--- src/design/line_ctrl_pkg.sv ---
/*
 * shared constants and types for the uart line, modem control and
 * status block. assumes one clock and a parallel register port fed by
 * the serial host front end.
 */
package line_ctrl_pkg;
   // ****************************************
   // register offsets
   // ****************************************
   localparam logic [2:0] OFS_DATA = 3'h0; // holding regs / divisor low
   localparam logic [2:0] OFS_DIVH = 3'h1; // divisor high when open
   localparam logic [2:0] OFS_EFC = 3'h2; // enhanced control when open
   localparam logic [2:0] OFS_FMT = 3'h3; // character format
   localparam logic [2:0] OFS_MOC = 3'h4; // modem output control
   localparam logic [2:0] OFS_LST = 3'h5; // line status
   localparam logic [2:0] OFS_MIS = 3'h6; // modem status / thresholds
   localparam logic [2:0] OFS_SCR = 3'h7; // scratch / trigger levels
   // ****************************************
   // reset values
   // ****************************************
   localparam logic [7:0] FMT_RST = 8'h05; // 6 bits, long stop
   localparam logic [7:0] SCR_RST = 8'hff;
   localparam logic [7:0] DIV_RST = 8'h01;
   localparam logic [7:0] ZERO8 = 8'h00;
   // ****************************************
   // field positions
   // ****************************************
   localparam int FMT_STOP = 2; // long stop
   localparam int FMT_PEN = 3; // parity enable
   localparam int FMT_EVEN = 4; // parity type
   localparam int FMT_FORCE = 5; // forced parity
   localparam int FMT_BRK = 6; // send break
   localparam int FMT_DIV = 7; // divisor access
   localparam int MOC_TRM = 0; // terminal ready
   localparam int MOC_RTS = 1; // request to send
   localparam int MOC_SP1 = 2; // spare one / threshold select
   localparam int MOC_SP2 = 3; // spare two / interrupt enable
   localparam int MOC_LOOP = 4; // internal loopback
   localparam int MOC_XANY = 5; // xon any
   localparam int MOC_IR = 6; // infrared
   localparam int MOC_PRE = 7; // prescaler
   localparam int EFC_ENH = 4; // enhanced functions
   localparam int EFC_SWF = 3; // software flow control
   // ****************************************
   // timing counts in sixteenth bit times, then prescale count and flow characters
   // ****************************************
   localparam logic [5:0] BIT_LAST = 6'h0f; // last tick of a bit
   localparam logic [5:0] MID_TICK = 6'h07; // start bit centre
   localparam logic [5:0] STOP1_LAST = 6'h0f; // one stop bit
   localparam logic [5:0] STOP15_LAST = 6'h17; // one and a half
   localparam logic [5:0] STOP2_LAST = 6'h1f; // two stop bits
   localparam logic [5:0] IR_PULSE = 6'h03; // 3/16 infrared pulse
   localparam logic [1:0] PRE_LAST = 2'h3; // divide by four
   localparam logic [7:0] XON_CHAR = 8'h11;
   localparam logic [7:0] XOFF_CHAR = 8'h13;
   // ****************************************
   // types
   // ****************************************
   typedef struct packed {
      logic brk; // break character
      logic ferr; // framing error
      logic perr; // parity error
      logic [7:0] data;
   } rx_entry_t;
   typedef enum logic [2:0] {
      S_IDLE = 3'b000, S_START = 3'b001, S_DATA = 3'b010,
      S_PAR = 3'b011, S_STOP = 3'b100, S_HOLD = 3'b101
   } ser_state_t;
endpackage

--- src/design/line_ctrl.sv ---
/*
 * uart character framing, modem output control and line status, plus
 * the small queue used on both data paths. assumes the serial host
 * front end turns bus cycles into one-cycle read and write strobes.
 */
`timescale 1ns/100ps

// ****************************************
// queue with registered flags
// ****************************************
module byte_queue #(
   parameter int WIDTH = 8,
   parameter int DEPTH = 4
) (
   input wire logic I_CLK,
   input wire logic I_ARST_N,
   input wire logic i_in_valid,
   output logic o_in_ready,
   input wire logic [WIDTH-1:0] i_in_data,
   output logic o_out_valid,
   input wire logic i_out_ready,
   output logic [WIDTH-1:0] o_out_data
);
   localparam int AW = $clog2(DEPTH);
   logic [WIDTH-1:0] mem [DEPTH]; // storage
   logic [AW-1:0] wp; // write pointer
   logic [AW-1:0] rp; // read pointer
   logic [AW:0] count; // fill level
   wire push = i_in_valid && o_in_ready;
   wire pop = o_out_valid && i_out_ready;
   wire [AW:0] next_count = count + (AW+1)'(push) - (AW+1)'(pop);
   assign o_out_data = mem[rp];
   // pointers and flags; flags kept as flops so ready is clean
   always_ff @(posedge I_CLK or negedge I_ARST_N) begin
      if (!I_ARST_N) begin
         wp <= '0;
         rp <= '0;
         count <= '0;
         o_in_ready <= 1'b1;
         o_out_valid <= 1'b0;
      end else begin
         if (push) wp <= (wp == AW'(DEPTH-1)) ? '0 : wp + 1'b1;
         if (pop) rp <= (rp == AW'(DEPTH-1)) ? '0 : rp + 1'b1;
         count <= next_count;
         o_in_ready <= next_count != (AW+1)'(DEPTH);
         o_out_valid <= next_count != '0;
      end
   end
   // data array, no reset needed
   always_ff @(posedge I_CLK) begin
      if (push) mem[wp] <= i_in_data;
   end
endmodule

// Functional notes
// - low format bits pick 5-8 data bits
// - long stop: 1.5 for 5 bits, else 2
// - parity enable adds and checks parity bit
// - parity type clear odd, set even
// - forced parity is inverse of type bit
// - break bit holds transmit line low
// - divisor access bit redirects shared offsets
// - terminal ready pin is inverse of bit
// - request to send pin inverse of bit
// - spare one feeds ring input in loopback
// - enhanced plus spare one swaps offsets 6/7
// - interrupt enable drives pins, spare two low
// - loopback bit selects internal loopback
// - xon-any, infrared, prescaler need enhanced enable
// - xon-any resumes on any received character except a break or xoff
// - infrared bit enables infrared line encoding
// - prescaler bit divides clock by four
// - data ready while receive queue nonempty
// - overrun when queue full, queue intact
// - parity and framing errors follow head character
// - break after low frame, stored once
// - holding empty follows transmit queue empty
// - transmitter idle needs queue and shifter empty
module line_ctrl
   import line_ctrl_pkg::*;
#(
   parameter int QDEPTH = 4
) (
   input wire logic I_CLK,
   input wire logic I_ARST_N,
   input wire logic [2:0] i_addr,
   input wire logic i_wr,
   input wire logic i_rd,
   input wire logic [7:0] i_wdata,
   output logic [7:0] o_rdata,
   output logic o_txq_ready,
   input wire logic i_rx,
   output logic o_tx,
   input wire logic i_cts_n,
   input wire logic i_dsr_n,
   input wire logic i_ri_n,
   input wire logic i_cd_n,
   output logic o_trm_rdy_n,
   output logic o_rts_n,
   output logic o_spare_two_n,
   output logic o_int,
   output logic o_int_oe
);
   // ****************************************
   // registers
   // ****************************************
   logic [7:0] fmt; // character format
   logic [7:0] moc; // modem output control
   logic [7:0] efc; // enhanced feature control
   logic [7:0] divl, divh; // baud divisor
   logic [7:0] scr, thr_lv, trig_lv; // scratch and levels
   logic overrun; // sticky until status read
   logic tx_halted; // software flow halt

   // register selector, used by read and write paths alike
   function automatic logic [3:0] reg_sel(input logic [2:0] a,
      input logic dv, input logic alt);
      logic [3:0] s;
      s = {1'b0, a};
      if (dv && a == OFS_DATA) s = 4'h8;
      if (dv && a == OFS_DIVH) s = 4'h9;
      if (dv && a == OFS_EFC) s = 4'ha;
      if (alt && a == OFS_MIS) s = 4'hb;
      if (alt && a == OFS_SCR) s = 4'hc;
      return s;
   endfunction

   wire enh = efc[EFC_ENH];
   wire loop = moc[MOC_LOOP];
   wire alt_map = enh && moc[MOC_SP1];
   wire [3:0] sel = reg_sel(i_addr, fmt[FMT_DIV], alt_map);
   wire wr_data = i_wr && sel == {1'b0, OFS_DATA};
   wire rd_data = i_rd && sel == {1'b0, OFS_DATA};
   wire rd_lst = i_rd && sel == {1'b0, OFS_LST};

   // ****************************************
   // input synchronisers
   // ****************************************
   // three flops; a change counts once flops two and three agree
   logic [4:0] pin_in;
   wire [4:0] pin_f; // filtered levels, one driver per bit
   assign pin_in = {i_rx, i_cd_n, i_ri_n, i_dsr_n, i_cts_n};
   genvar g;
   generate
      for (g = 0; g < 5; g++) begin : g_sync
         logic s1, s2, s3, f; // local stages keep one process per flop
         always_ff @(posedge I_CLK or negedge I_ARST_N) begin
            if (!I_ARST_N) begin
               s1 <= 1'b1;
               s2 <= 1'b1;
               s3 <= 1'b1;
               f <= 1'b1;
            end else begin
               s1 <= pin_in[g];
               s2 <= s1;
               s3 <= s2;
               if (s2 == s3) f <= s3;
            end
         end
         assign pin_f[g] = f;
      end
   endgenerate

   // ****************************************
   // baud tick: prescaler then divisor
   // ****************************************
   logic [1:0] pre; // divide-by-four counter
   logic [15:0] bcnt; // divisor counter
   wire pre_en = !moc[MOC_PRE] || pre == PRE_LAST;
   wire [15:0] divisor = {divh, divl};
   wire tick = pre_en && (bcnt + 16'h0001 >= divisor);
   // prescale and divide; a zero divisor acts like one
   always_ff @(posedge I_CLK or negedge I_ARST_N) begin
      if (!I_ARST_N) begin
         pre <= '0;
         bcnt <= '0;
      end else begin
         pre <= pre + 2'h1;
         if (tick) bcnt <= '0;
         else if (pre_en) bcnt <= bcnt + 16'h0001;
      end
   end

   // ****************************************
   // format decode
   // ****************************************
   wire [3:0] wlen = 4'h5 + {2'h0, fmt[1:0]};
   wire [5:0] stop_last = !fmt[FMT_STOP] ? STOP1_LAST :
      (fmt[1:0] == 2'h0) ? STOP15_LAST : STOP2_LAST;
   // parity bit for a character, data already masked to length
   function automatic logic par_bit(input logic [7:0] d,
      input logic [7:0] f);
      if (f[FMT_FORCE]) return !f[FMT_EVEN];
      return f[FMT_EVEN] ? ^d : !(^d);
   endfunction
   wire [7:0] len_mask = 8'hff >> (4'h8 - wlen);

   // ****************************************
   // transmit path
   // ****************************************
   logic [7:0] txq_data;
   logic txq_valid, txq_pop;
   byte_queue #(.WIDTH(8), .DEPTH(QDEPTH)) u_txq (
      .I_CLK(I_CLK), .I_ARST_N(I_ARST_N),
      .i_in_valid(wr_data), .o_in_ready(o_txq_ready),
      .i_in_data(i_wdata), .o_out_valid(txq_valid),
      .i_out_ready(txq_pop), .o_out_data(txq_data)
   );
   ser_state_t tst; // transmit state
   logic [7:0] tsh; // transmit shifter
   logic [5:0] tcnt; // sixteenths within a bit
   logic [3:0] tbits; // data bits sent
   logic tpar; // parity to send
   logic tx_line; // serial value before pin coding
   assign txq_pop = tst == S_IDLE && txq_valid && !tx_halted;
   wire tbit_end = tick && tcnt == BIT_LAST;
   // transmit sequencer
   always_ff @(posedge I_CLK or negedge I_ARST_N) begin
      if (!I_ARST_N) begin
         tst <= S_IDLE;
         tsh <= ZERO8;
         tcnt <= '0;
         tbits <= '0;
         tpar <= 1'b0;
      end else begin
         if (tick) tcnt <= tcnt + 6'h01;
         case (tst)
            S_IDLE: begin
               tcnt <= '0;
               if (txq_pop) begin
                  tsh <= txq_data & len_mask;
                  tpar <= par_bit(txq_data & len_mask, fmt);
                  tst <= S_START;
               end
            end
            S_START: if (tbit_end) begin
               tcnt <= '0;
               tbits <= '0;
               tst <= S_DATA;
            end
            S_DATA: if (tbit_end) begin
               tcnt <= '0;
               tsh <= tsh >> 1;
               tbits <= tbits + 4'h1;
               if (tbits + 4'h1 == wlen) begin
                  tst <= fmt[FMT_PEN] ? S_PAR : S_STOP;
               end
            end
            S_PAR: if (tbit_end) begin
               tcnt <= '0;
               tst <= S_STOP;
            end
            S_STOP: if (tick && tcnt == stop_last) begin
               tst <= S_IDLE;
            end
            default: tst <= S_IDLE;
         endcase
      end
   end
   // line level from state; break overrides everything
   always_comb begin
      case (tst)
         S_START: tx_line = 1'b0;
         S_DATA: tx_line = tsh[0];
         S_PAR: tx_line = tpar;
         default: tx_line = 1'b1;
      endcase
      if (fmt[FMT_BRK]) tx_line = 1'b0;
   end
   // infrared sends a short high pulse for each zero bit
   wire ir_pulse = !tx_line && tst != S_IDLE && tcnt < IR_PULSE;
   wire tx_pin = loop ? 1'b1 : moc[MOC_IR] ? ir_pulse : tx_line;

   // ****************************************
   // receive path
   // ****************************************
   // loopback feeds the transmit line straight back
   wire rx_in = loop ? tx_line : pin_f[4];
   ser_state_t rst; // receive state
   logic [7:0] rsh; // receive shifter
   logic [5:0] rcnt;
   logic [3:0] rbits;
   logic rpar; // sampled parity bit
   logic rpush; // character complete
   rx_entry_t rent, rq_head;
   logic rq_ready, rq_valid;
   byte_queue #(.WIDTH($bits(rx_entry_t)), .DEPTH(QDEPTH)) u_rxq (
      .I_CLK(I_CLK), .I_ARST_N(I_ARST_N),
      .i_in_valid(rpush), .o_in_ready(rq_ready),
      .i_in_data(rent), .o_out_valid(rq_valid),
      .i_out_ready(rd_data), .o_out_data(rq_head)
   );
   wire rbit_end = tick && rcnt == BIT_LAST;
   wire [7:0] rdata = rsh >> (4'h8 - wlen); // right justify
   wire rbreak = rdata == ZERO8 && !rpar && !rx_in;
   wire is_flow = efc[EFC_SWF] && (rdata == XON_CHAR ||
      rdata == XOFF_CHAR);
   wire rdone = rst == S_STOP && rbit_end;
   assign rent = '{brk: rbreak, ferr: !rx_in,
      perr: fmt[FMT_PEN] && rpar != par_bit(rdata, fmt),
      data: rdata};
   // store unless a flow character is consumed
   assign rpush = rdone && !(is_flow && !rbreak) && rq_ready;
   // receive sequencer
   always_ff @(posedge I_CLK or negedge I_ARST_N) begin
      if (!I_ARST_N) begin
         rst <= S_IDLE;
         rsh <= ZERO8;
         rcnt <= '0;
         rbits <= '0;
         rpar <= 1'b0;
      end else begin
         if (tick) rcnt <= rcnt + 6'h01;
         case (rst)
            S_IDLE: begin
               rcnt <= '0;
               if (tick && !rx_in) rst <= S_START;
            end
            S_START: if (tick && rcnt == MID_TICK) begin
               rcnt <= '0;
               rbits <= '0;
               rpar <= 1'b0;
               rst <= rx_in ? S_IDLE : S_DATA; // glitch rejected
            end
            S_DATA: if (rbit_end) begin
               rcnt <= '0;
               rsh <= {rx_in, rsh[7:1]};
               rbits <= rbits + 4'h1;
               if (rbits + 4'h1 == wlen) begin
                  rst <= fmt[FMT_PEN] ? S_PAR : S_STOP;
               end
            end
            S_PAR: if (rbit_end) begin
               rcnt <= '0;
               rpar <= rx_in;
               rst <= S_STOP;
            end
            // a break waits for mark so only one char is stored
            S_STOP: if (rbit_end) rst <= rbreak ? S_HOLD : S_IDLE;
            S_HOLD: if (rx_in) rst <= S_IDLE;
            default: rst <= S_IDLE;
         endcase
      end
   end

   // ****************************************
   // register writes and sticky flags
   // ****************************************
   wire [7:0] moc_mask = enh ? 8'hff : 8'h1f;
   // host writes; status offset has no write target
   always_ff @(posedge I_CLK or negedge I_ARST_N) begin
      if (!I_ARST_N) begin
         fmt <= FMT_RST;
         moc <= ZERO8;
         efc <= ZERO8;
         divl <= DIV_RST;
         divh <= ZERO8;
         scr <= SCR_RST;
         thr_lv <= ZERO8;
         trig_lv <= ZERO8;
      end else if (i_wr) begin
         case (sel)
            {1'b0, OFS_FMT}: fmt <= i_wdata;
            {1'b0, OFS_MOC}: moc <= (i_wdata & moc_mask) |
               (moc & ~moc_mask);
            {1'b0, OFS_SCR}: scr <= i_wdata;
            4'h8: divl <= i_wdata;
            4'h9: divh <= i_wdata;
            4'ha: efc <= i_wdata;
            4'hb: thr_lv <= i_wdata;
            4'hc: trig_lv <= i_wdata;
            default: ; // data, status, modem status and offsets 1 and 2 with divisor access closed
         endcase
      end
   end
   // overrun and flow halt; a new event wins over the clear
   always_ff @(posedge I_CLK or negedge I_ARST_N) begin
      if (!I_ARST_N) begin
         overrun <= 1'b0;
         tx_halted <= 1'b0;
      end else begin
         if (rdone && !rq_ready) overrun <= 1'b1;
         else if (rd_lst) overrun <= 1'b0;
         if (rdone && !rbreak) begin
            if (is_flow && rdata == XOFF_CHAR) tx_halted <= 1'b1;
            else if (is_flow || moc[MOC_XANY]) tx_halted <= 1'b0;
         end
      end
   end

   // ****************************************
   // status and read data
   // ****************************************
   wire tx_idle = !txq_valid && tst == S_IDLE;
   wire [7:0] lst = {1'b0, tx_idle, !txq_valid,
      rq_valid && rq_head.brk, rq_valid && rq_head.ferr,
      rq_valid && rq_head.perr, overrun, rq_valid};
   // loopback mirrors the output bits; spare one drives ring
   wire [3:0] mst = loop ? {moc[MOC_SP2], moc[MOC_SP1],
      moc[MOC_TRM], moc[MOC_RTS]} : ~pin_f[3:0];
   logic [7:0] rd_mux;
   // read selection
   always_comb begin
      case (sel)
         {1'b0, OFS_DATA}: rd_mux = rq_head.data;
         {1'b0, OFS_FMT}: rd_mux = fmt;
         {1'b0, OFS_MOC}: rd_mux = moc;
         {1'b0, OFS_LST}: rd_mux = lst;
         {1'b0, OFS_MIS}: rd_mux = {mst, 4'h0};
         {1'b0, OFS_SCR}: rd_mux = scr;
         4'h8: rd_mux = divl;
         4'h9: rd_mux = divh;
         4'ha: rd_mux = efc;
         4'hb: rd_mux = thr_lv;
         4'hc: rd_mux = trig_lv;
         default: rd_mux = ZERO8;
      endcase
   end

   // ****************************************
   // registered outputs
   // ****************************************
   // modem pins idle high in loopback, as nothing leaves the chip
   always_ff @(posedge I_CLK or negedge I_ARST_N) begin
      if (!I_ARST_N) begin
         o_rdata <= ZERO8;
         o_tx <= 1'b1;
         o_trm_rdy_n <= 1'b1;
         o_rts_n <= 1'b1;
         o_spare_two_n <= 1'b1;
         o_int <= 1'b0;
         o_int_oe <= 1'b0;
      end else begin
         if (i_rd) o_rdata <= rd_mux;
         o_tx <= tx_pin;
         o_trm_rdy_n <= loop || !moc[MOC_TRM];
         o_rts_n <= loop || !moc[MOC_RTS];
         o_spare_two_n <= loop || !moc[MOC_SP2];
         o_int <= rq_valid || !txq_valid;
         o_int_oe <= moc[MOC_SP2];
      end
   end
endmodule

--- config.mk ---
export PLATFORM = sky130hd
export DESIGN_NAME = line_ctrl
export DESIGN_NICKNAME = d
export VERILOG_FILES = /design/src/design/line_ctrl_pkg.sv /design/src/design/line_ctrl.sv
export SDC_FILE = /design/constraint.sdc
export NUM_CORES = 1
export LEC_CHECK = 0
export BUFFER_PORTS_ARGS = -buffer_cell sky130_fd_sc_hd__buf_2
export CAP_MARGIN = 20
export CELL_PAD_IN_SITES_DETAIL_PLACEMENT = 1
export CELL_PAD_IN_SITES_GLOBAL_PLACEMENT = 1
export CORE_MARGIN = 5
export CORE_UTILIZATION = 48
export CTS_BUF_LIST = sky130_fd_sc_hd__clkbuf_4 sky130_fd_sc_hd__clkbuf_8
export CTS_CLUSTER_SIZE = 40
export DETAILED_ROUTE_END_ITERATION = 16
export GPL_TIMING_DRIVEN = 1
export MAX_ROUTING_LAYER = met4
export PLACE_DENSITY = 0.82
export SYNTH_ARGS = -nofsm -noshare
export SYNTH_HDL_FRONTEND = slang
export SYNTH_SLANG_ARGS = --single-unit
--- constraint.sdc ---
create_clock -name I_CLK -period 4.3 [get_ports I_CLK]
set_clock_uncertainty 0.15 [all_clocks]
set_input_delay 1.075 -clock I_CLK [delete_from_list [all_inputs] [get_ports I_CLK]]
set_output_delay 1.075 -clock I_CLK [all_outputs]
set_load 0.05 [all_outputs]
# ---- Word-level counts from Yosys, hierarchy flattened
# Memories as Yosys holds them, arrays and structs flattened.
# Index checks and enable logic that the tools add are counted.
dict set report totals {
  ram_bits 76
  elab_cells 315
  register_bits 180
  mem_count 2
}
dict set report op_classes {
  n_addsub 16
  n_reduce_logical 97
  n_lt_le_gt_ge 2
  eq_ne 57
  shifts 2
  bitwise 6
  n_mux 74
}
# name words width read_ports rd_ports_with_merged_regs wr line
set mem_list {}
lappend mem_list {u_rxq.mem 4 11 1 0 1 line_ctrl.sv:25} ;# logic [WIDTH-1:0] mem [DEPTH];
lappend mem_list {u_txq.mem 4 8 1 0 1 line_ctrl.sv:25}
# cell count
set op_table {}
lappend op_table {{$pmux W8 S11} 1}
lappend op_table {{$mux W3} 15}
lappend op_table {{$mux W4} 11}
lappend op_table {{$logic_and A1 B1 Y1} 38}
lappend op_table {{$mux W16} 2}
lappend op_table {{$mux W6} 5}
lappend op_table {{$and A8 B8 Y8} 3}
lappend op_table {{$mux W8} 3}
lappend op_table {{$ne A2 B2 Y1 const B} 12}
lappend op_table {{$mux W1} 22}
lappend op_table {{$reduce_and A2 Y1} 11}
lappend op_table {{$eq A4 B4 Y1 const B} 5}
lappend op_table {{$pmux W3 S6} 1}
lappend op_table {{$pmux W6 S3} 1}
lappend op_table {{$add A16 B1 Y16 const B} 1}
lappend op_table {{$eq A4 B3 Y1 const B} 4}
lappend op_table {{$eq A8 B5 Y1 const B} 2}
lappend op_table {{$ge A16 B16 Y1} 1}
lappend op_table {{$pmux W4 S2} 2}
lappend op_table {{$pmux W8 S2} 1}
lappend op_table {{$reduce_xor A8 Y1} 2}
lappend op_table {{$eq A3 B2 Y1 const B} 5}
lappend op_table {{$eq A3 B3 Y1 const B} 5}
lappend op_table {{$logic_not A1 Y1} 15}
lappend op_table {{other kinds (42)} 86}

# ---- Longest topological paths before layout
# Gate-level depths: netlist of run 1.
dict set report logic_depth {
  depth_word 15
  mapped_depth 20
  ltp_nobuf 20
}

# ---- Modules after synthesis
# Synthesis of run 1 repeated with hierarchy kept, for this count alone.
dict set report hier_totals {
  hier_cells 1019
  hier_area_um2 12383.1
}
# module n_inst seq_area_each_um2 cells_each area_each_um2
set modules_own_cells {}
lappend modules_own_cells {line_ctrl 1 4097.7 842 8673.3}
lappend modules_own_cells {{byte_queue at u_rxq} 1 1547.7 96 2074.5}
lappend modules_own_cells {{byte_queue at u_txq} 1 1187.4 81 1635.3}

# ---- Worst setup path before layout of run 1
# Ideal clock, no wire load.
dict set report synth_path {
  path_kind {register to register}
  start {register fmt[0]}
  end {register u_rxq.o_out_valid}
  period_less_slack_ps 4248
  required_ps 4029
  path_stages_with_launch 18
  path_slack_ps 52
  arrival_time_ps 3976
  path_buffers 3
  path_cell_list {dfstp_2 > buf_4 > clkbuf_1 > inv_1 > ha_1 > buf_2 > mux4_2 > inv_1 > ha_1 > and2_0 > nand3_1 > nor3b_2 > o211ai_2 > inv_1 > ha_1 > fa_1 > nor2_1 > nand2b_1}
}
dict set report synth_between {
  elab_chain_cells 15
  elab_cells_between_ends 19
  classes_between {add/sub: 4; eq/ne: 2; shift: 1; reduce/logical: 12}
}
# element line
set synth_rtl {}
lappend synth_rtl {{start: declaration} line_ctrl.sv:107} ;# logic [7:0] fmt;
lappend synth_rtl {{start signal: assignment} line_ctrl.sv:363} ;# {1'b0, OFS_FMT}: fmt <= i_wdata;
lappend synth_rtl {{$add A3 B2 Y4} line_ctrl.sv:187} ;# wire [3:0] wlen = 4'h5 + {2'h0, fmt[1:0]};
lappend synth_rtl {{$sub A4 B4 Y4} line_ctrl.sv:294} ;# wire [7:0] rdata = rsh >> (4'h8 - wlen);
lappend synth_rtl {{$shr A8 B4 Y8} line_ctrl.sv:294}
lappend synth_rtl {{via rdata[3]} line_ctrl.sv:294}
lappend synth_rtl {{$logic_not A8 Y1} line_ctrl.sv:295} ;# wire rbreak = rdata == ZERO8 && !rpar && !rx_in;
lappend synth_rtl {{$logic_and A1 B1 Y1 (2 in series)} line_ctrl.sv:295}
lappend synth_rtl {{via rbreak} line_ctrl.sv:295}
lappend synth_rtl {{$logic_not A1 Y1} line_ctrl.sv:303} ;# assign rpush = rdone && !(is_flow && !rbreak) && rq_ready;
lappend synth_rtl {{$logic_and A1 B1 Y1} line_ctrl.sv:303}
lappend synth_rtl {{$logic_not A1 Y1} line_ctrl.sv:303}
lappend synth_rtl {{$logic_and A1 B1 Y1 (2 in series)} line_ctrl.sv:303}
lappend synth_rtl {{$logic_and A1 B1 Y1} line_ctrl.sv:29} ;# wire push = i_in_valid && o_in_ready;
lappend synth_rtl {{via u_rxq.push} line_ctrl.sv:29}
lappend synth_rtl {{$add A3 B1 Y3} line_ctrl.sv:31} ;# wire [AW:0] next_count = count + (AW+1)'(push) - (AW+1)'(pop);
lappend synth_rtl {{$sub A3 B1 Y3} line_ctrl.sv:31}
lappend synth_rtl {{via u_rxq.next_count[1]} line_ctrl.sv:31}
lappend synth_rtl {{$reduce_bool A3 Y1} line_ctrl.sv:46} ;# o_out_valid <= next_count != '0;
lappend synth_rtl {{end signal: assignment} line_ctrl.sv:40} ;# o_out_valid <= 1'b0;
lappend synth_rtl {{end signal: assignment} line_ctrl.sv:46}
lappend synth_rtl {{end: declaration} line_ctrl.sv:20} ;# output logic o_out_valid,
# The timed path passes the listed nets, and every way through them passes these cells.
# A chain may end at the register's enable or synchronous reset.

# ---- Final worst setup path of run 1
dict set report layout_path {
  start {register bcnt[6]}
  end {register u_rxq.o_out_valid}
}
dict set report layout_between {
  elab_chain_cells 11
}
# element line
set layout_rtl {}
lappend layout_rtl {{start: declaration} line_ctrl.sv:168} ;# logic [15:0] bcnt;
lappend layout_rtl {{start signal: assignment} line_ctrl.sv:180} ;# else if (pre_en) bcnt <= bcnt + 16'h0001;
lappend layout_rtl {{$add A16 B1 Y16} line_ctrl.sv:171} ;# wire tick = pre_en && (bcnt + 16'h0001 >= divisor);
lappend layout_rtl {{$ge A16 B16 Y1} line_ctrl.sv:171}
lappend layout_rtl {{$logic_and A1 B1 Y1} line_ctrl.sv:171}
lappend layout_rtl {{$logic_and A1 B1 Y1} line_ctrl.sv:293} ;# wire rbit_end = tick && rcnt == BIT_LAST;
lappend layout_rtl {{$logic_and A1 B1 Y1} line_ctrl.sv:298} ;# wire rdone = rst == S_STOP && rbit_end;
lappend layout_rtl {{$logic_and A1 B1 Y1 (2 in series)} line_ctrl.sv:303}
lappend layout_rtl {{$logic_and A1 B1 Y1} line_ctrl.sv:29}
lappend layout_rtl {{via u_rxq.push} line_ctrl.sv:29}
lappend layout_rtl {{$add A3 B1 Y3} line_ctrl.sv:31}
lappend layout_rtl {{$sub A3 B1 Y3} line_ctrl.sv:31}
lappend layout_rtl {{via u_rxq.next_count[2]} line_ctrl.sv:31}
lappend layout_rtl {{$reduce_bool A3 Y1} line_ctrl.sv:46}
# The timed path passes the listed nets, and every way through them passes these cells.

==> flow_metrics.tcl, run 1 <==
set metrics [dict create \
    clkLatencyLatePin_ns 0.57 \
    first_global_vias 9575 \
    post-route-min-period_ns 4.135 \
    via_count 8465 \
    chipWidth_microns 170.5 \
    final_common_cell "dfrtp_1" \
    critical_path_peak_fanout 6 \
    crit_path_cell_trace "and3_1, nand4_1, nor3_2, buf_4, xor2_1, ha_1, a21oi_1, nor2_1, a211oi_1, buf_4, o211ai_1, nand3_2, nor2_2, o211ai_2, inv_1, ha_1, fa_1, xnor2_2, nand2b_1" \
    cp_num_buf_inv 3 \
    globalplace.congestion 0.8359 \
    place_hpwl_microns 22670 \
    start_util_pct 48.94 \
    wl_per_cell_microns 22.47 \
    antenna_found_initial 0 \
    grt_use_total_pct 23.61 \
    grt_pass1_wl_microns 52410 \
    cts_sinks 256 \
    clockBufferDepth 3 \
    fmax_mhz 241.8 \
    totalPowerFinal_mw 7.588 \
    cp-start-kind "register" \
    yosysUniqueCellTypes 79 \
    max-vdd-ir-drop_v 0.0003721 \
    rows 58 \
    worst_slew_pin_slew_ns 0.8481 \
    cts-root-buf "clkbuf_8" \
    synth_fp_nets 1089 \
    hp-class "reg2reg" \
    p_leak_nw 5.725 \
    worstSetupPathType "reg2reg" \
    cpMaxStageDelayCell "fa_1" \
    critPathMaxStageDelay_ns 0.45 \
    ys_warn_count 0 \
    worstReg2RegStart "bcnt[6]$_DFFE_PN0P_" \
    async_reset_ff_share_pct 70.31 \
    seq_area_frac_synth_pct 55.28 \
    p_per_area_nw_per_um2 543.6 \
    numCtsBuffers 44 \
    most-common-layout-cells "142 x dfrtp_1, 90 x nand2_1, 76 x edfxtp_1, 68 x mux2_2, 64 x inv_1" \
    syn_area_per_cell_sq_um 12.11 \
    pwr-share-comb_pct 24.6 \
    routed_wl_microns 32650 \
    min_period_over_period_pct 96.17 \
    final_net_count 1156 \
    drive_gt1_share_pct 26.71 \
    worstSetupPathDepth 19 \
    port_buffers 34 \
    maxCapViolations 0 \
    antennaDiodeCount 0 \
    dr.pass1.iters 5 \
    grt_max_degree 100 \
    ys.flop_type "dfrtp_1" \
    hold_buffers 0 \
    arrival_ns 4.43 \
    clockPowerShare_pct 31.4 \
    path_delay_family "simple AND/OR/NAND/NOR gates" \
    hold_viol_final 0 \
    synthCells 1021 \
    syn_to_final_growth_pct 12.93 \
    switching_share_pct 32.84 \
    critPathCaptureType "register" \
    outcome "finished, final reports clean" \
    io_pins 35 \
    p_int_mw 5.096 \
    p_switching_mw 2.492 \
    seq_power_share_pct 44.0 \
    die_h_microns 170.5 \
    synth_area_sq_um 12360 \
    post_cts_buffers 0 \
    gr-total-overflow 0 \
    min_from "g_sync[2].s1$_DFF_PN1_" \
    relSlewSlack_pct 43.46 \
    drc 0 \
    clkTransAtPathRegs_ns 0.06 \
    required_ns 4.59 \
    drt-initial-drc-count 621 \
    cp-startpoint "bcnt[6]$_DFFE_PN0P_" \
    r2r_cells 19 \
    cts_tree "built" \
    via_per_inst 5.826 \
    coreArea_sq_um 25250 \
    drv_slew 0 \
    setup_viol 0 \
    whs_path_depth 0 \
    ant_nets 0 \
    synth_edf_count 76 \
    ctsHtreeMaxLevel 2 \
    synth_seq_cells 256 \
    utilization_pct 55.27 \
    fp.dieArea_sq_um 29060 \
]
[synthesized netlist by cell type, types with 4 or more instances]
| cell type | instances | share of area [%] |
|---|---|---|
| a21o_1 | 4 | 0.24 |
| a21oi_1 | 35 | 1.4 |
| a221oi_1 | 4 | 0.28 |
| a222oi_1 | 7 | 0.57 |
| a22o_1 | 4 | 0.28 |
| a22oi_1 | 8 | 0.49 |
| and2_1 | 7 | 0.35 |
| and3_1 | 14 | 0.71 |
| buf_2 | 10 | 0.40 |
| buf_4 | 4 | 0.24 |
| clkbuf_1 | 23 | 0.70 |
| dfrtp_1 | 143 | 29 |
| dfstp_2 | 37 | 7.9 |
| edfxtp_1 | 76 | 18 |
| ha_1 | 46 | 4.7 |
| inv_1 | 64 | 1.9 |
| maj3_1 | 5 | 0.40 |
| mux2_2 | 68 | 6.2 |
| mux2i_1 | 11 | 0.89 |
| mux4_2 | 23 | 4.2 |
| nand2_1 | 90 | 2.7 |
| nand2b_1 | 14 | 0.71 |
| nand3_1 | 33 | 1.3 |
| nand4_1 | 10 | 0.51 |
| nor2_1 | 59 | 1.8 |
| nor2b_1 | 12 | 0.61 |
| nor3_1 | 8 | 0.32 |
| o211ai_1 | 4 | 0.24 |
| o21ai_0 | 51 | 2.1 |
| o22ai_1 | 14 | 0.71 |
| o31ai_1 | 9 | 0.55 |
| o41ai_1 | 5 | 0.35 |
| or3_1 | 5 | 0.25 |
| xnor2_1 | 30 | 2.1 |
| xor2_1 | 16 | 1.1 |
[state kept, by name, summed over array words and instances (netlist names), 6 cells and up, named ones only]
name and count:
scr 8, rcnt 6, bcnt 16, trig_lv 8, tsh 8, divh 8, rsh 8, u_rxq.mem 44
u_txq.mem 32, fmt 8, tcnt 6, divl 8, o_rdata 8, efc 8, thr_lv 8
[metal layers]
layer  track usage [%]  part of all wire [%]  up-vias
met2             38.88                    51      196
met4             8.854                   3.1        0
li1                  -                     -     3825
met5                 -                     0        -
met1             29.97                    42     4372
met3             3.182                   4.1       72
[final cells by class]
type,instances,area [sq um]
Fill cell,2626,11300
Sequential cell,256,6834
Multi-Input combinational cell,660,5124
Clock buffer,69,837.1
Tap cell,330,412.9
Timing Repair Buffer,61,381.6
Inverter,65,244.0
Clock inverter,12,125.1
[through the flow]
step	cell area, sq um	setup TNS (ns)	hold WS [ns]	setup WS, ns	cells
2_1_floorplan	12360	0	0.1952	0.05248	1021
5_1_grt	13960	-0.06531	0.2019	-0.05926	1453
3_3_place_gp	12950	0	0.1969	0.3365	1372
3_5_place_dp	12950	0	0.1970	0.08071	1372
4_1_cts	13920	0	0.2038	0.001514	1453
6_report	13960	0	0.2033	0.1647	1453
[timing repair]
action / CTS / global route
setup endpoints to repair: 0 / 80
hold endpoints to repair: 0 / 0
gates resized for setup: 0 / 10
[power groups by stage]
stage	logic, mW	clock network, mW	registers [mW]
after floorplan	1.30	0	3.28
after global placement	1.70	0	3.33
after detailed placement	1.81	0	3.37
after CTS	1.85	2.44	3.34
after global routing	2.05	2.56	3.39
final	1.86	2.39	3.34
[final timing paths]
check | slack, ns | end
max in group asynchronous | 2.65 | u_txq.o_in_ready$_DFF_PN1_
min reg2reg | 0.20 | g_sync[2].s2$_DFF_PN1_
min in group asynchronous | 0.43 | rbits[1]$_DFFE_PN0P_
min | 0.20 | g_sync[2].s2$_DFF_PN1_
max reg2reg | 0.16 | u_rxq.o_out_valid$_DFF_PN0_
max | 0.16 | u_rxq.o_out_valid$_DFF_PN0_
[cells by family (layout without fill, tap and decap cells)]
logic type	after synthesis	in the layout	share of synthesized area (%)
buffers and inverters	105	207	3.593
xor gates and xnor gates	46	46	3.259
DFF	256	256	55.28
AOI/OAI and AO/OA	184	184	10.09
and+or+nand+nor	273	273	10.69
muxes	104	104	11.70
adders and majority gates	53	53	5.385
[worst reg2reg max path, cell delays in order (launching register included)]
cell and delay, ns:
dfrtp_1 0.44, and3_1 0.26, nand4_1 0.25, nor3_2 0.21, buf_4 0.16, xor2_1 0.15
ha_1 0.27, a21oi_1 0.17, nor2_1 0.07, a211oi_1 0.20, buf_4 0.20, o211ai_1 0.10
nand3_2 0.13, nor2_2 0.07, o211ai_2 0.10, inv_1 0.07, ha_1 0.21, fa_1 0.45
xnor2_2 0.20, nand2b_1 0.15
No activity file was read; power rests on OpenSTA's default activity.
==> inputs of run 2 (changes only) <==
--- a/config.mk
+++ b/config.mk
@@ -5,18 +5,19 @@
 export SDC_FILE = /design/constraint.sdc
 export NUM_CORES = 1
 export LEC_CHECK = 0
+export ABC_AREA = 1
 export BUFFER_PORTS_ARGS = -buffer_cell sky130_fd_sc_hd__buf_2
 export CAP_MARGIN = 20
 export CELL_PAD_IN_SITES_DETAIL_PLACEMENT = 1
 export CELL_PAD_IN_SITES_GLOBAL_PLACEMENT = 1
 export CORE_MARGIN = 5
-export CORE_UTILIZATION = 48
+export CORE_UTILIZATION = 46
 export CTS_BUF_LIST = sky130_fd_sc_hd__clkbuf_4 sky130_fd_sc_hd__clkbuf_8
 export CTS_CLUSTER_SIZE = 40
 export DETAILED_ROUTE_END_ITERATION = 16
 export GPL_TIMING_DRIVEN = 1
 export MAX_ROUTING_LAYER = met4
-export PLACE_DENSITY = 0.82
+export PLACE_DENSITY = 0.83
 export SYNTH_ARGS = -nofsm -noshare
 export SYNTH_HDL_FRONTEND = slang
 export SYNTH_SLANG_ARGS = --single-unit
==> run 2 against run 1 <==
Against the previous run: sequential cell count is the same; hold slack gained 0.0059 ns; sequential share of layout area shrank 0.96 points; synthesized cell count grew 36%; die area grew 5.4%; final cell count grew 26%; global-route usage grew 1.3 points; critical path type unchanged.
==> flow_metrics.tcl, run 2 <==
set metrics [dict create \
    yosysUniqueCellTypes 51 \
    via_per_inst 5.515 \
    seq_area_frac_synth_pct 54.57 \
    r2r_cells 20 \
    ctsHtreeMaxLevel 2 \
    synth_xor_area_share_pct 2.308 \
    die_h_microns 175.0 \
    coreArea_sq_um 26880 \
    drive_gt1_share_pct 15.33 \
    top_register "u_rxq.mem" \
    port_buffers 34 \
    syn_area_per_cell_sq_um 9.035 \
    hold_viol_final 0 \
    first_global_vias 11050 \
    routed_wl_microns 36940 \
    synth-simple-area-share_pct 20.22 \
    io_pins 35 \
    drc 0 \
    synth_top_cell_by_area "dfrtp_1" \
    synth_seq_cells 256 \
    cts-root-buf "clkbuf_8" \
    rows 60 \
    chipWidth_microns 175.0 \
    p_per_area_nw_per_um2 598.6 \
    ys.flop_type "dfrtp_1" \
    place_ws_ns 0.1390 \
    syn_to_final_growth_pct 13.67 \
    clockBufferDepth 3 \
    place_hpwl_microns 26020 \
    max-vdd-ir-drop_v 0.0003290 \
    required_ns 4.60 \
    drt-initial-drc-count 739 \
    grt_max_degree 79 \
    fmax_mhz 242.7 \
    numCtsBuffers 45 \
    start_util_pct 46.59 \
    clkLatencyLatePin_ns 0.57 \
    hold_buffers 0 \
    synth_area_sq_um 12520 \
    ys_warn_count 0 \
    synth_fp_nets 1454 \
    arrival_ns 4.42 \
    synth_compound_area_share_pct 10.23 \
    relSlewSlack_pct 29.15 \
    synthCells 1386 \
    ant_nets 0 \
    post-route-min-period_ns 4.120 \
    synth_top_area_share_pct 28.58 \
    synth_most_common_cell "nand2_1" \
    via_count 10130 \
    wl_per_cell_microns 20.12 \
    fp.dieArea_sq_um 30620 \
    critical_path_peak_fanout 3 \
    globalplace.congestion 0.9184 \
    top_regs "u_rxq.mem (44), u_txq.mem (32), bcnt (16)" \
    final_common_cell "nand2_1" \
    setup_tns_ns 0 \
    synthMuxAreaShare_pct 0.07994 \
    async_reset_ff_share_pct 70.31 \
    synth_area_leaders "dfrtp_1 29%, edfxtp_1 18%, nand2_1 9.7%" \
    maxCapViolations 0 \
    dr.pass1.iters 7 \
    grt_use_total_pct 24.91 \
    layout_setup_ws_ns 0.1803 \
    synth-adder-area-share_pct 5.316 \
    gr-total-overflow 0 \
    hp-class "reg2reg" \
    worst_slew_pin_slew_ns 1.059 \
    outcome "finished, final reports clean" \
    cts_sinks 256 \
    whs_path_depth 0 \
    synth_top_family_by_area "simple AND/OR/NAND/NOR gates" \
    min_period_over_period_pct 95.81 \
    critPathCaptureType "register" \
    cts_tree "built" \
    p_leak_nw 6.567 \
    synth_edf_count 76 \
    largest_reg_flops 44 \
    antenna_found_initial 1 \
    worstSetupPathType "reg2reg" \
    grt_pass1_wl_microns 59270 \
    setup_viol 0 \
    most-common-layout-cells "320 x nand2_1, 187 x inv_1, 143 x dfrtp_1, 136 x o21ai_0, 93 x nor2_1" \
    totalPowerFinal_mw 8.521 \
    synth_common_cells "323 x nand2_1, 187 x inv_1, 143 x dfrtp_1" \
    final_net_count 1525 \
    clkTransAtPathRegs_ns 0.06 \
    cp-start-kind "register" \
    drv_slew 0 \
]
[run 2: through the flow]
stage / cells / hold WS (ns) / cell area (sq um) / utilization [%]
2_1_floorplan: 1386 / 0.1952 / 12520 / -
3_3_place_gp: 1747 / 0.1965 / 13130 / 48.85
3_5_place_dp: 1747 / 0.1987 / 13130 / 48.85
4_1_cts: 1831 / 0.2073 / 14140 / 52.60
5_1_grt: 1836 / 0.2155 / 14230 / 52.96
6_report: 1836 / 0.2092 / 14230 / 52.96
[run 2: worst max-delay path, cell delays in order (launching register included)]
cell and delay, ns:
dfrtp_1 0.38, ha_2 0.21, nand2_2 0.09, nor4_4 0.33, nand2_2 0.14, nor3_4 0.23, xor2_1 0.21, inv_1 0.07
ha_1 0.29, nand4_1 0.10, nor3_2 0.21, nand3_1 0.15, nand3_2 0.13, nand3_2 0.10, inv_1 0.10, nand2_2 0.09
nor2_4 0.18, ha_2 0.20, fa_2 0.45, inv_1 0.10, nand3b_1 0.09
[run 2: report_power, final]
part	internal (mW)	leakage (nW)	switching [mW]	total [mW]
Clock	1.45	0.540	1.05	2.50
Combinational	0.834	3.16	1.91	2.74
Sequential	2.94	2.87	0.340	3.28
[run 2: what timing repair did]
action / 4_1_cts / 5_1_grt
hold endpoints to repair: 0 / 0
gates resized for setup: 0 / 14
endpoints found under the setup margin: 0 / 48
buffers inserted: 0 / 4
[run 2: path summary, 6_finish.rpt]
path	slack (ns)	startpoint	endpoint
max reg2reg	0.18	bcnt[0]$_DFFE_PN0P_	u_rxq.o_out_valid$_DFF_PN0_
min	0.21	g_sync[3].s1$_DFF_PN1_	g_sync[3].s2$_DFF_PN1_
max in group asynchronous	2.69	I_ARST_N	o_tx$_DFF_PN1_
min reg2reg	0.21	g_sync[3].s1$_DFF_PN1_	g_sync[3].s2$_DFF_PN1_
max	0.18	bcnt[0]$_DFFE_PN0P_	u_rxq.o_out_valid$_DFF_PN0_
min in group asynchronous	0.39	I_ARST_N	u_txq.wp[0]$_DFFE_PN0P_
[run 2: layer usage]
layer	wire, microns	GRT usage, %
met3	1795	3.700
met1	15430	30.70
met2	18440	41.76
met4	1268	9.558
met5	0	-
[run 2: layout make-up]
type | instances | area (sq um)
fillers | 3180 | 12640
flip-flops and latches | 256 | 6833
multi-input cells | 895 | 4842
clock buffers | 74 | 899.6
inverters | 202 | 758.2
well taps | 341 | 426.7
repair buffers | 57 | 364.1
clock inverters | 10 | 107.6
diodes | 1 | 2.502
[run 2: cells by family after synthesis]
kind of cell / count (synthesis)
compound gates: 229
fa+ha+maj: 53
flops: 256
buf+inv: 235
simple gates: 579
xor+xnor: 33
mux: 1
==> inputs of run 3 (changes only) <==
--- a/config.mk
+++ b/config.mk
@@ -20,4 +20,5 @@
 export PLACE_DENSITY = 0.83
 export SYNTH_ARGS = -nofsm -noshare
 export SYNTH_HDL_FRONTEND = slang
+export SYNTH_HIERARCHICAL = 1
 export SYNTH_SLANG_ARGS = --single-unit
==> run 3 against run 2 <==
Against the previous run: the flow now finishes with violations (setup timing); power decreased by 13%; combinational power is 29% lower; hold slack got worse by 0.0019 ns; highest routed layer unchanged; area after synthesis up 1.7%; critical path depth up 5; count of clock-buffer cells in the layout decreased by 5; clock power decreased by 7%; worst setup slack worse by 0.26 ns.
==> flow_metrics.tcl, run 3 <==
set metrics [dict create \
    drv_slew 0 \
    top_regs "u_rxq/mem (44), u_txq/mem (32), bcnt (16)" \
    hp-class "reg2reg" \
    start_util_pct 46.23 \
    yosysUniqueCellTypes 55 \
    maxCapViolations 0 \
    drive_gt1_share_pct 17.64 \
    coreArea_sq_um 27550 \
    critical_path_peak_fanout 3 \
    p_int_mw 4.789 \
    antennaDiodeCount 0 \
    synth_fp_nets 1463 \
    setup_viol 2 \
    synthCells 1394 \
    placed_area_sq_um 13390 \
    routed_wl_microns 35930 \
    dr.pass1.iters 5 \
    synth_top_area_share_pct 28.09 \
    seq_area_frac_synth_pct 53.64 \
    gr-total-overflow 0 \
    met2_usage_pct 39.38 \
    die_h_microns 176.4 \
    via_per_inst 5.426 \
    critPathCaptureType "register" \
    drc 0 \
    numCtsBuffers 45 \
    worstSetupPathType "reg2reg" \
    use_met1_pct 29.61 \
    p_switching_mw 2.603 \
    r2r-end "u_rxq/o_out_valid$_DFF_PN0_" \
    outcome "complete, but fails checks" \
    clkLatencyLatePin_ns 0.57 \
    largest_reg_flops 44 \
    synth_most_common_cell "nand2_1" \
    port_buffers 34 \
    worst_slew_pin_slew_ns 1.008 \
    cts_tree "built" \
    cp-start-kind "register" \
    fp.dieArea_sq_um 31120 \
    rsz0062_at_grt "true" \
    clockBufferDepth 3 \
    syn_to_final_growth_pct 14.18 \
    postLayoutCellArea_sq_um 14550 \
    grt_pass1_wl_microns 57500 \
    syn_area_per_cell_sq_um 9.138 \
    synth_top_cell_by_area "dfrtp_1" \
    switching_share_pct 35.22 \
    rows 61 \
    required_ns 4.59 \
    violations "setup timing" \
    max-vdd-ir-drop_v 0.0003288 \
    place_hpwl_microns 25450 \
    top_register "u_rxq/mem" \
    most-common-layout-cells "340 x nand2_1, 213 x inv_1, 143 x dfrtp_1, 112 x o21ai_0, 76 x edfxtp_1" \
    r2r_cells 25 \
    via_count 10270 \
    ctsHtreeMaxLevel 2 \
    chipWidth_microns 176.4 \
    grt_use_total_pct 23.79 \
    clockPowerShare_pct 31.5 \
    rrSetupSlack_ns -0.08 \
    min_to "g_sync[0].s2$_DFF_PN1_" \
    io_pins 35 \
    ant_nets 0 \
    whs_path_depth 0 \
    pwr-share-comb_pct 26.3 \
    hold_viol_final 0 \
    wl_per_cell_microns 18.99 \
    hold_buffers 0 \
    async_reset_ff_share_pct 70.31 \
    synth_area_sq_um 12740 \
    seq_power_share_pct 42.2 \
    worstReg2RegStart "bcnt[1]$_DFFE_PN0P_" \
    busiest_layer "met2" \
    met3_usage_pct 3.897 \
    fmax_mhz 228.5 \
    arrival_ns 4.66 \
    layout_setup_ws_ns -0.07724 \
    drt-initial-drc-count 647 \
    synth_area_leaders "dfrtp_1 28%, edfxtp_1 18%, nand2_1 10%" \
    setup_tns_ns -0.09915 \
    cts_sinks 256 \
    min_from "g_sync[0].s1$_DFF_PN1_" \
    ys_warn_count 6 \
    grt_max_degree 81 \
    final_common_cell "nand2_1" \
    p_per_area_nw_per_um2 508.2 \
    ys.flop_type "dfrtp_1" \
    cts-root-buf "clkbuf_8" \
    p_leak_nw 6.751 \
    final_net_count 1546 \
    post-route-min-period_ns 4.377 \
    min_period_over_period_pct 101.8 \
    antenna_found_initial 0 \
    synth_edf_count 76 \
    relSlewSlack_pct 32.53 \
    globalplace.congestion 0.8868 \
    clkTransAtPathRegs_ns 0.06 \
    synth_seq_cells 256 \
    first_global_vias 10850 \
    synth_common_cells "345 x nand2_1, 216 x inv_1, 143 x dfrtp_1" \
]
run 3: per-layer routing:
layer / vias to the layer above / part of all wire, % / wire length, microns
li1: 4733 / - / -
met1: 5155 / 42 / 14980
met2: 278 / 49 / 17670
met3: 100 / 5.4 / 1933
met4: 0 / 3.7 / 1347
met5: - / 0 / 0
run 3: per-stage QoR:
stage	utilization, %	setup WS (ns)	cells	total power, mW	hold slack [ns]
6_report	52.79	-0.07724	1892	7.392	0.2073
5_1_grt	52.79	-0.2613	1892	7.841	0.2132
4_1_cts	52.46	0.0003375	1887	7.380	0.2084
3_5_place_dp	48.60	-0.2546	1800	4.992	0.1972
3_3_place_gp	48.60	0.06173	1800	4.861	0.1961
2_1_floorplan	-	0.04789	1394	4.397	0.1952
run 3: power groups by stage:
stage | logic (mW) | registers (mW) | clock network, mW
finish | 1.94 | 3.12 | 2.33
global route | 2.16 | 3.15 | 2.53
CTS | 1.88 | 3.12 | 2.38
detailed placement | 1.84 | 3.15 | 0
global placement | 1.73 | 3.13 | 0
floorplan | 1.20 | 3.19 | 0
run 3: worst max path at each step:
stage / startpoint / to / slack, ns / depth (start not counted)
2_1_floorplan: bcnt[0]$_DFFE_PN0P_ / u_rxq/o_out_valid$_DFF_PN0_ / 0.05 / 25
3_3_place_gp: bcnt[0]$_DFFE_PN0P_ / u_rxq/o_out_valid$_DFF_PN0_ / 0.06 / 25
3_5_place_dp: bcnt[1]$_DFFE_PN0P_ / u_rxq/o_out_valid$_DFF_PN0_ / -0.25 / 25
4_1_cts: bcnt[1]$_DFFE_PN0P_ / u_rxq/o_out_valid$_DFF_PN0_ / 0.0003 / 26
5_1_grt: bcnt[1]$_DFFE_PN0P_ / u_rxq/o_out_valid$_DFF_PN0_ / -0.26 / 26
6_report: bcnt[1]$_DFFE_PN0P_ / u_rxq/o_out_valid$_DFF_PN0_ / -0.08 / 25
run 3: cell families (layout without fill, tap and decap cells):
group | Yosys count | after routing | synth area share (%)
buffers and inverters | 267 | 387 | 8.575
adder cells (fa/ha/maj) | 54 | 54 | 5.324
multiplexers | 1 | 1 | 0.07858
AO/OA/AOI/OAI | 239 | 239 | 11.06
AND/OR/NAND/NOR | 545 | 545 | 19.12
XOR/XNOR | 32 | 32 | 2.200
flip-flops | 256 | 256 | 53.64
run 3: final cells by class:
type | count | area (sq um)
fill | 3214 | 13010
sequential | 256 | 6833
multi-input combinational | 871 | 4966
inverter | 235 | 884.6
clock buffer | 69 | 837.1
tap | 378 | 473.0
timing repair buffer | 68 | 446.7
clock inverter | 15 | 105.1
run 3: worst max-delay path, stage by stage (launching register included):
cell	delay, ns
dfrtp_1	0.36
ha_2	0.20
nand3_2	0.10
nor2_2	0.10
inv_2	0.06
nor2_4	0.11
nand3_4	0.09
nor2_4	0.15
nand3_4	0.12
nor2_4	0.14
xnor2_2	0.16
inv_2	0.07
ha_4	0.27
nand2_4	0.06
nor3_4	0.23
nand2_2	0.11
nand3_4	0.13
nand3_4	0.09
nor3_2	0.18
nand2_1	0.11
ha_1	0.29
inv_1	0.07
ha_2	0.18
fa_2	0.47
nor2_4	0.15
nand3_2	0.08
run 3: timing repair:
item | CTS | global route
pin swaps | 16 | 20
endpoints found under the setup margin | 4 | 4
resized for setup | 21 | 14
buffers inserted | 3 | 5
hold endpoints to repair | 0 | 0
